$ cat src/shared/sss_consts.vh
// Constants for the synchronous SRAM select, write and sleep block.
// Assumes a single rising-edge clock at 100 MHz and no software registers.
//
// Contract
// - The device is selected only when the first enable is low, the second high and the third low.
// - A full-width write happens when global write is low, or when it is high and the byte gate and all lanes are low.
// - After a write the data bus stays high impedance until a new read is started by either address strobe.
// - When sleep is left the data lines are high impedance.
// - While sleep is requested the device stays asleep and keeps its storage contents.
`ifndef SSS_CONSTS_VH
`define SSS_CONSTS_VH
`define SSS_AW 4
`define SSS_DW 32
`define SSS_LANES 4
`define SSS_BYTE 8
`define SSS_DEPTH 16
`define SSS_ST_IDLE 3'h1
`define SSS_ST_READ 3'h2
`define SSS_ST_SLEEP 3'h4
`endif

$ cat src/hdl/sss_lane_write.v
// One byte lane of the storage write path.
// Assumes the parent decides when a write is legal.
`timescale 1ns/1ps
`default_nettype none
module sss_lane_write (
   input wire wr_i,
   input wire lane_n_i,
   input wire [7:0] din_i,
   input wire [7:0] old_i,
   output wire [7:0] new_o
);
   assign new_o = (wr_i && !lane_n_i) ? din_i : old_i;
endmodule
`default_nettype wire

$ cat src/hdl/sss_sram.v
// Synchronous SRAM core: select decode, writes, read pipeline, sleep.
// Assumes all inputs except arst_n_i synchronous to clk_i; bus wire resolved outside.
`include "sss_consts.vh"
`timescale 1ns/1ps
`default_nettype none
module sss_sram (
   input wire clk_i,
   input wire arst_n_i,
   input wire select_low_first_i,
   input wire select_high_second_i,
   input wire select_low_third_i,
   input wire proc_addr_strobe_n_i,
   input wire ctrl_addr_strobe_n_i,
   input wire global_write_n_i,
   input wire byte_write_gate_n_i,
   input wire [`SSS_LANES-1:0] lane_write_n_i,
   input wire output_enable_n_i,
   input wire sleep_request_i,
   input wire [`SSS_AW-1:0] addr_i,
   input wire [`SSS_DW-1:0] dq_i,
   output reg [`SSS_DW-1:0] dq_o,
   output wire dq_oe_n_o,
   output wire asleep_o
);
   reg [`SSS_DW-1:0] mem [0:`SSS_DEPTH-1];
   reg [2:0] state_q;
   reg [2:0] state_d;
   wire selected;
   wire strobe;
   wire full_wr;
   wire any_wr;
   wire [`SSS_LANES-1:0] lanes_n;
   wire [`SSS_DW-1:0] merged;

   assign selected = !select_low_first_i && select_high_second_i && !select_low_third_i;
   assign strobe = !proc_addr_strobe_n_i || !ctrl_addr_strobe_n_i;
   // Global write overrides the lane strobes
   assign full_wr = !global_write_n_i || (!byte_write_gate_n_i && (lane_write_n_i == {`SSS_LANES{1'b0}}));
   // Processor strobe never writes, it starts a read when the part is selected and not sleeping
   assign any_wr = !global_write_n_i || (!byte_write_gate_n_i && (lane_write_n_i != {`SSS_LANES{1'b1}}));
   assign lanes_n = full_wr ? {`SSS_LANES{1'b0}} : lane_write_n_i;

   genvar g;
   generate
      for (g = 0; g < `SSS_LANES; g = g + 1) begin : lane
         sss_lane_write u_lane (
            .wr_i(1'b1),
            .lane_n_i(lanes_n[g]),
            .din_i(dq_i[g*`SSS_BYTE +: `SSS_BYTE]),
            .old_i(mem[addr_i][g*`SSS_BYTE +: `SSS_BYTE]),
            .new_o(merged[g*`SSS_BYTE +: `SSS_BYTE])
         );
      end
   endgenerate

   wire wr_go = (state_q != `SSS_ST_SLEEP) && !sleep_request_i && selected
                && !ctrl_addr_strobe_n_i && proc_addr_strobe_n_i && any_wr;
   wire rd_go = (state_q != `SSS_ST_SLEEP) && !sleep_request_i && selected && strobe && !wr_go;

   always @* begin
      state_d = state_q;
      case (state_q)
         `SSS_ST_IDLE, `SSS_ST_READ: begin
            if (sleep_request_i) begin
               state_d = `SSS_ST_SLEEP;
            end else if (rd_go) begin
               state_d = `SSS_ST_READ;
            end else if (strobe || wr_go) begin
               // Writes and deselected strobes float the bus until the next read
               state_d = `SSS_ST_IDLE;
            end
         end
         `SSS_ST_SLEEP: begin
            // Leave sleep with the bus floating
            if (!sleep_request_i) begin
               state_d = `SSS_ST_IDLE;
            end
         end
         default: state_d = `SSS_ST_IDLE;
      endcase
   end

   always @(posedge clk_i or negedge arst_n_i) begin
      if (!arst_n_i) begin
         state_q <= `SSS_ST_IDLE;
         dq_o <= {`SSS_DW{1'b0}};
      end else begin
         state_q <= state_d;
         if (rd_go) begin
            dq_o <= mem[addr_i];
         end
      end
   end

   // Array has no reset; sleep blocks writes so contents are kept
   always @(posedge clk_i) begin
      if (wr_go) begin
         mem[addr_i] <= merged;
      end
   end

   assign dq_oe_n_o = !((state_q == `SSS_ST_READ) && !output_enable_n_i && !sleep_request_i);
   assign asleep_o = (state_q == `SSS_ST_SLEEP);
endmodule
`default_nettype wire

$ cat config.mk
export PLATFORM = sky130hd
export DESIGN_NAME = sss_sram
export DESIGN_NICKNAME = d
export VERILOG_FILES = /design/src/hdl/sss_lane_write.v /design/src/hdl/sss_sram.v
export VERILOG_INCLUDE_DIRS = /design/src /design/src/shared
export SDC_FILE = /design/constraint.sdc
export NUM_CORES = 1
export LEC_CHECK = 0
export ABC_AREA = 0
export BUFFER_PORTS_ARGS = -buffer_cell sky130_fd_sc_hd__buf_2
export CELL_PAD_IN_SITES_DETAIL_PLACEMENT = 1
export CELL_PAD_IN_SITES_GLOBAL_PLACEMENT = 1
export CORE_MARGIN = 5
export CORE_UTILIZATION = 24
export CTS_CLUSTER_DIAMETER = 100
export CTS_CLUSTER_SIZE = 40
export DETAILED_ROUTE_END_ITERATION = 6
export PLACE_DENSITY_LB_ADDON = 0.1
export SKIP_CTS_REPAIR_TIMING = 1
export SLEW_MARGIN = 20
export SYNTH_ARGS = -nofsm -noshare
export SYNTH_HDL_FRONTEND = slang
export SYNTH_SLANG_ARGS = --single-unit
$ cat constraint.sdc
create_clock -name clk_i -period 4.6 [get_ports clk_i]
set_input_delay 0.92 -clock clk_i [delete_from_list [all_inputs] [get_ports clk_i]]
set_output_delay 0.92 -clock clk_i [all_outputs]
set_load 0.02 [all_outputs]
Word-level counts from Yosys, hierarchy flattened. Memory sizes are Yosys's and may differ from the RTL's. Index checks and enable logic that the tools add are counted.

Magnitude comparators: 0. Bitwise operators: 0. Multiplexer cells: 12. Multipliers: 0. Shift operators: 0. Add/subtract/negate cells: 0. Div/mod/pow operators: 0. Reductions and logical operators: 30. Equality and inequality tests: 7.

Operators with widths (count): 8-bit 2-to-1 mux (4); 1-bit logical AND (13); 3-bit 2-to-1 mux (4); 1-bit zero test (10); 4-bit != test (second input constant) (2); 3-bit case mux with 2 select lines (1); 4-bit zero test (1); 1-bit logical OR (4); 4-bit 2-to-1 mux (1); 3-bit by 1-bit == test with 1-bit output (second input constant) (1); 3-bit by 2-bit == test with 1-bit output (second input constant) (1); 3-bit == test (second input constant) (1); 3-bit != test (second input constant) (1); 1-bit 2-to-1 mux (2); 2-bit != test (second input constant) (1); 2-bit AND reduction (1); 2-bit OR reduction (1).

RAM bits: 512. Latch bits: 0. Flip-flop bits (word level): 35. Memory bits (read-only): 0. Memories kept: 1. Logic and storage cells: 52. Output and inout port bits: 34.

Memory list: mem (depth 16, width 32, read ports 1, clocked after Yosys merged registers in 0, write ports 1, line sss_sram.v:25) `` reg [`SSS_DW-1:0] mem [0:`SSS_DEPTH-1]; ``.

Logic depth before layout (Yosys ltp). Gate-level depths: netlist of the first run.

Word-level depth: 12. Mapped depth: 8. Mapped depth without buffers: 5.

Cells and area by module. A second synthesis of the first run with hierarchy kept.

Cells, all modules: 871. Area, all modules: 21338.0 um2.

By module, submodules not included: sss_sram (cells an instance 831, instances 1, area each 20757.4 um2, seq. area each 16251.8 um2); sss_lane_write (cells an instance 10, instances 4, area each 145.1 um2, seq. area each 0.0 um2).

Least setup slack after synthesis of the first run. No wires, ideal clock.

Kind: input port to flip-flop. From: input sleep_request_i. To: memory mem[0][0] (netlist name) (enable). Path slack: -0.303 ns. Stages on the path: 5. Arrival time: 4.442 ns. Cells stage by stage: or4b_1 -> nor2_1 -> and4_1 -> or3b_1 -> nor3_1.

Word-level cells in the longest chain between the ends: 8.

Ends and longest elaborated chain: start: declaration (line sss_sram.v:18) `input wire sleep_request_i,`; 1-bit zero test (line sss_sram.v:56) `` wire wr_go = (state_q != `SSS_ST_SLEEP) && !sleep_request_i && selected ``; 1-bit logical AND (5 in a row) (line sss_sram.v:56); 1-bit 2-to-1 mux (line sss_sram.v:97) `if (wr_go) begin`; 1-bit 2-to-1 mux (implied by the code) (line sss_sram.v:98) `mem[addr_i] <= merged;`; end: declaration (line sss_sram.v:25).

No other way between the ends.

Worst setup path in the final report of the first run.
From: input sleep_request_i. To: memory mem[12][14] (netlist name) (enable).

Same word-level chain as after synthesis.

==> results_dict.tcl, run 1 <==
set metrics [dict create \
    run_status "complete, no violations" \
    r2r.worst_path.cells 5 \
    peakVddDrop_mv 0.2714 \
    cts_inserted_buffers 27 \
    antenna-diode-count 0 \
    routedWlPerCell_um 25.72 \
    dpl-instance-area_mm2 0.02355 \
    synth_seq_area_share_pct 76.24 \
    crit_path_dat_ns 3.42 \
    sequential_cell_area_mm2 0.01625 \
    layout-drive-gt1-share_pct 38.38 \
    timing_worst_slew_pin_value_ns 1.005 \
    critical_path.reg2reg.startpoint "state_q[2]" \
    finalCoreUtilization_pct 27.89 \
    first_global_vias 10636 \
    slowest_delay_ns 0.64 \
    final.hold.worst_slack_ns 0.4107 \
    fmax_mhz 314.2 \
    timing.slew.headroom_pct 32.99 \
    root_buffer "clkbuf_16" \
    worstReg2RegEnd "dq_o[2]" \
    grt_first_pass_wirelength_um 82940 \
    drv.max_cap_violation_count 0 \
    reg2reg_slack_ns 1.69 \
    fp.dieW_um 308.0 \
    gpl.final_weighted_congestion 0.6668 \
    synth.distinct_cells 31 \
    numClockSinks 547 \
    clock_skews_ns 0.05203 \
    area_delta_synth_final_pct 15.44 \
    vias_per_instance 4.338 \
    final_min_period_over_clock_period_pct 69.18 \
    layout.nets 1120 \
    powerDensity_mw_per_mm2 392.3 \
    synthesis.nets 1016 \
    total_leakage_power_nw 7.781 \
    avgSynthCellArea_um2 22.09 \
    finalMaxSlewViolations 0 \
    via_count 9777 \
    final_period_minus_worst_setup_slack_ns 3.182 \
    timing.final.setup_violations 0 \
    grt_overflow 0 \
    timing.setup.tns_ns 0 \
    count_of_antenna_violating_nets_left_after_detailed_routing 0 \
    antenna_violations_before_repair 1 \
    tritoncts "yes" \
    area_taken_by_multi_input_logic_gates_mm2 0.004954 \
    cts.reportedPaths.clkPinSlew_ns 0.11 \
    grt_max_degree 76 \
    synth.cell_area_mm2 0.02132 \
    die-height_um 308.0 \
    drt_drc_violations_left 0 \
    tritonroute_pass_1_iters 6 \
    drt_first_iter_violations 552 \
    worstPathRequired_ns 4.84 \
    criticalPathCategory "primary input to register" \
    worst_setup_path_start_kind "primary input" \
    detailed_place_hpwl_um 35940 \
    cell_area_after_layout_mm2 0.02461 \
    synth-seq-cells 547 \
    io_buffers 84 \
    initial_core_util_pct 24.16 \
    insertion_delay_ns 0.64 \
    synthesis.instances 965 \
    report.final.hold_viol_count 0 \
    worst_setup_path_startpoint "sleep_request_i" \
    core_mm2 0.08824 \
    critical_path.cell_chain "buf_2 > or4b_1 > nor2_1 > and4_1 > or3b_1 > nor2_4 > buf_4" \
    fp-row-count 109 \
    filler_cell_count 8930 \
    finalPower_mw 9.654 \
    grt_setup_unrepaired "false" \
    boundaryPins 85 \
    drt_total_wl_um 57970 \
    setup.worst_path.end_class "register" \
    clockBufferDepth 3 \
    crit_fanout 32 \
    grt_util_all_layers_pct 12.03 \
    hp-class "primary input to asynchronous set/reset pin" \
    yosysWarningCount 0 \
    htree_num_levels 1 \
    timing.critical_path.slowest_stage_cell "or4b_1" \
    fp.dieArea_mm2 0.09487 \
]
==> worst max-delay path: cells and delay by family <==
kind / cells / cell delay, ns
and+or+nand+nor: 5 / 1.83
buffers and inverters: 2 / 0.65
==> layout by cell type, fill, tap and decap left out, types with 2 or more instances in the layout <==
cell type,count
a21oi_1,2
buf_12,10
buf_2,80
buf_4,34
clkbuf_16,27
clkinv_16,4
clkinv_8,4
dfrtp_1,34
edfxtp_1,512
inv_1,2
inv_16,3
inv_6,4
inv_8,4
mux2_2,96
mux2i_1,32
mux4_2,128
nand2_1,38
nand2b_1,4
nand3b_1,2
nor2_4,12
nor3_4,4
o21ai_0,20
o21ai_1,12
==> how the worst max path moves through the flow <==
stage | endpoint | slack (ns)
floorplan | mem[8][0] | 0.55
global placement | mem[6][31] | 0.77
detailed placement | mem[4][5] | 0.74
CTS | mem[12][12] | 1.41
global route | mem[12][0] | 1.37
finish | mem[12][14] | 1.42
==> registers in the layout, summed over array words and instances (netlist names) <==
register  count
dq_o         32
mem         512
state_q       3
==> final cells by class <==
| cell class | count | area share [%] |
|---|---|---|
| Sequential cell | 547 | 66.04 |
| Multi-Input combinational cell | 365 | 20.13 |
| Tap cell | 1165 | 5.924 |
| Timing Repair Buffer | 126 | 3.580 |
| Clock buffer | 27 | 2.746 |
| Clock inverter | 22 | 1.546 |
| Inverter | 2 | 0.03051 |
==> report_power, final <==
| group | switching, mW | leakage, nW | internal, mW |
|---|---|---|---|
| clock | 1.89 | 0.503 | 1.29 |
| combinational | 0.525 | 2.24 | 0.321 |
| sequential | 0.0473 | 5.04 | 5.58 |
==> stage by stage <==
| stage | setup slack, ns | instances |
|---|---|---|
| final | 1.418 | 2254 |
| after global routing | 1.366 | 2254 |
| after CTS | 1.409 | 2254 |
| after detailed placement | 0.7426 | 2205 |
| after global placement | 0.7652 | 2205 |
| after floorplan | 0.5536 | 965 |
==> per-layer routing <==
layer	up-vias	track usage [%]	share of wire, %
li1	4185	-	-
met1	5428	18.39	50
met2	128	19.10	46
met3	36	1.284	3.4
met4	0	1.601	1.1
met5	-	0	0
==> cells in the mapped netlist <==
cell         n  area [um^2]
edfxtp_1   512        15370
mux4_2     128         2883
mux2_2      96         1081
nand2_1     38        142.6
dfrtp_1     34        850.8
mux2i_1     32        320.3
clkbuf_1    25        93.84
buf_2       21        105.1
o21ai_0     20        100.1
nor2_1      13        48.80
o21ai_1     12        60.06
nand2b_1     5        31.28
nor3_1       5        25.02
buf_6        3        33.78
a21oi_1      2        10.01
buf_1        2        7.510
inv_1        2        7.510
nand3b_1     2        15.01
a2bb2oi_1    1        8.760
a31oi_1      1        6.260
a41o_1       1        10.01
and4_1       1        8.760
dfstp_2      1        26.28
nand3_1      1        5.000
nor3b_1      1        7.510
o21a_1       1        7.510
o21ba_2      1        10.01
o22a_1       1        8.760
or3b_1       1        8.760
or4_1        1        7.510
or4b_1       1        10.01
==> cell families (layout without fill, tap and decap cells) <==
kind of cell    Yosys count  in the layout  share of synthesized area, %
flops                   547            547                         76.24
mux                     256            256                         20.10
simple gates             69             69                         1.456
buf+inv                  53            177                         1.162
compound gates           40             40                         1.039
Power figures use the tool's default switching activity.
==> run 2: changes to the inputs <==
==> constraint.sdc (replaced) <==
create_clock -name clk_i -period 3.3 [get_ports clk_i]
set_input_delay 0.66 -clock clk_i [delete_from_list [all_inputs] [get_ports clk_i]]
set_output_delay 0.66 -clock clk_i [all_outputs]
set_load 0.02 [all_outputs]
==> results_dict.tcl, run 2 (synthesized netlist as in run 1, its figures left out) <==
set metrics [dict create \
    run_status "complete, no violations" \
    core_mm2 0.08824 \
    htree_num_levels 1 \
    drt_total_wl_um 56310 \
    final.hold.worst_slack_ns 0.02089 \
    drt_drc_violations_left 0 \
    area_delta_synth_final_pct 18.26 \
    numClockSinks 547 \
    antenna_violations_before_repair 0 \
    layout_commonest_cell "edfxtp_1" \
    insertion_delay_ns 0.63 \
    setup.worst_path.end_class "register" \
    filler_cell_count 8865 \
    first_global_vias 10955 \
    finalCoreUtilization_pct 28.57 \
    clock_skews_ns 0.03826 \
    io_buffers 84 \
    layout.nets 1149 \
    fmax_mhz 370.8 \
    finalMaxSlewViolations 0 \
    fp-row-count 109 \
    grt_max_degree 41 \
    layout_common_cells "edfxtp_1 (512), mux4_2 (128), mux2_2 (96), buf_2 (80), buf_12 (41)" \
    antenna-diode-count 0 \
    timing.setup.tns_ns 0 \
    tritoncts "yes" \
    powerDensity_mw_per_mm2 533.4 \
    gpl.final_weighted_congestion 0.6814 \
    total_leakage_power_nw 8.019 \
    layout-drive-gt1-share_pct 39.98 \
    timing.final.setup_violations 0 \
    drt_first_iter_violations 581 \
    biggestRegsByFlops "mem: 512 flops, dq_o: 32 flops, state_q: 3 flops" \
    root_buffer "clkbuf_16" \
    cts.reportedPaths.clkPinSlew_ns 0.11 \
    grt_overflow 0 \
    detailed_place_hpwl_um 35580 \
    fp.dieW_um 308.0 \
    initial_core_util_pct 24.16 \
    crit_fanout 24 \
    grt_setup_unrepaired "false" \
    final_period_minus_worst_setup_slack_ns 2.697 \
    timing_worst_slew_pin_value_ns 0.7259 \
    peakVddDrop_mv 0.4403 \
    vias_per_instance 4.292 \
    boundaryPins 85 \
    final_min_period_over_clock_period_pct 81.72 \
    grt_first_pass_wirelength_um 81970 \
    hp-class "primary input to asynchronous set/reset pin" \
    timing.slew.headroom_pct 51.49 \
    drv.max_cap_violation_count 0 \
    tritonroute_pass_1_iters 4 \
    report.final.hold_viol_count 0 \
    routedWlPerCell_um 24.66 \
    via_count 9798 \
    worstPathRequired_ns 3.61 \
    die-height_um 308.0 \
    crit_path_dat_ns 3.01 \
    cts_inserted_buffers 26 \
    count_of_antenna_violating_nets_left_after_detailed_routing 0 \
    worst_setup_path_start_kind "primary input" \
    grt_util_all_layers_pct 11.78 \
    criticalPathCategory "primary input to register" \
    largest-register "mem" \
    largest_reg_flops 512 \
    fp.dieArea_mm2 0.09487 \
    clockBufferDepth 3 \
]
-- run 2: cell count changes in the layout (fill, tap and decap cells not counted) --
cell / before / now
buf_12: 10 / 41
buf_4: 34 / 33
buf_8: 0 / 1
clkbuf_8: 1 / 0
clkinv_4: 1 / 0
clkinv_8: 4 / 2
clkinvlp_4: 0 / 1
inv_12: 1 / 5
inv_16: 3 / 1
inv_6: 4 / 2
inv_8: 4 / 5
-- run 2: worst max-delay path: stages --
cell,delay (ns)
buf_2,0.12
or4b_1,0.54
nor2_1,0.16
and4_1,0.43
or3b_1,0.57
nor3_4,0.25
buf_12,0.26
-- run 2: area by class of cell --
| class | count | area (um^2) | area share [%] |
|---|---|---|---|
| multi-input combinational | 365 | 4954 | 19.65 |
| clock buffer | 27 | 675.6 | 2.680 |
| timing repair buffer | 156 | 1495 | 5.932 |
| clock inverter | 21 | 365.4 | 1.449 |
| inverter | 2 | 7.507 | 0.02978 |
| sequential | 547 | 16250 | 64.47 |
| tap | 1165 | 1458 | 5.783 |
-- run 2: metal layers --
layer / track usage [%] / routed length (um) / vias to the layer above
met4: 1.768 / 635 / 0
met2: 19.75 / 27180 / 118
met3: 1.421 / 1608 / 34
li1: - / - / 4255
met1: 16.93 / 26880 / 5391
met5: 0 / 0 / -
-- run 2: stage by stage --
stage          area (um^2)  instances  setup slack [ns]  power [mW]
5_1_grt              25210       2283            0.5454       14.06
6_report             25210       2283            0.6032       13.44
3_3_place_gp         24170       2235          -0.05093       9.214
2_1_floorplan        21340        965           -0.4864       8.708
3_5_place_dp         24170       2235          -0.04184       9.223
4_1_cts              25210       2283            0.6357       13.73
-- run 2: power by group --
part / switching (mW) / internal, mW
clock network: 2.64 / 1.80
logic: 0.705 / 0.476
registers: 0.0582 / 7.77
-- run 2: worst paths after layout --
kind	from	to	slack, ns	cells past startpoint
setup / recovery	sleep_request_i	mem[0][4]	0.60	7
hold / removal	arst_n_i	dq_o[17]	0.02	1
setup reg to reg	state_q[0]	mem[0][4]	0.70	6
hold reg to reg	state_q[2]	state_q[1]	0.51	1
max in group asynchronous	arst_n_i	state_q[0]	2.37	2
min in group clk_i	sleep_request_i	state_q[1]	0.25	2
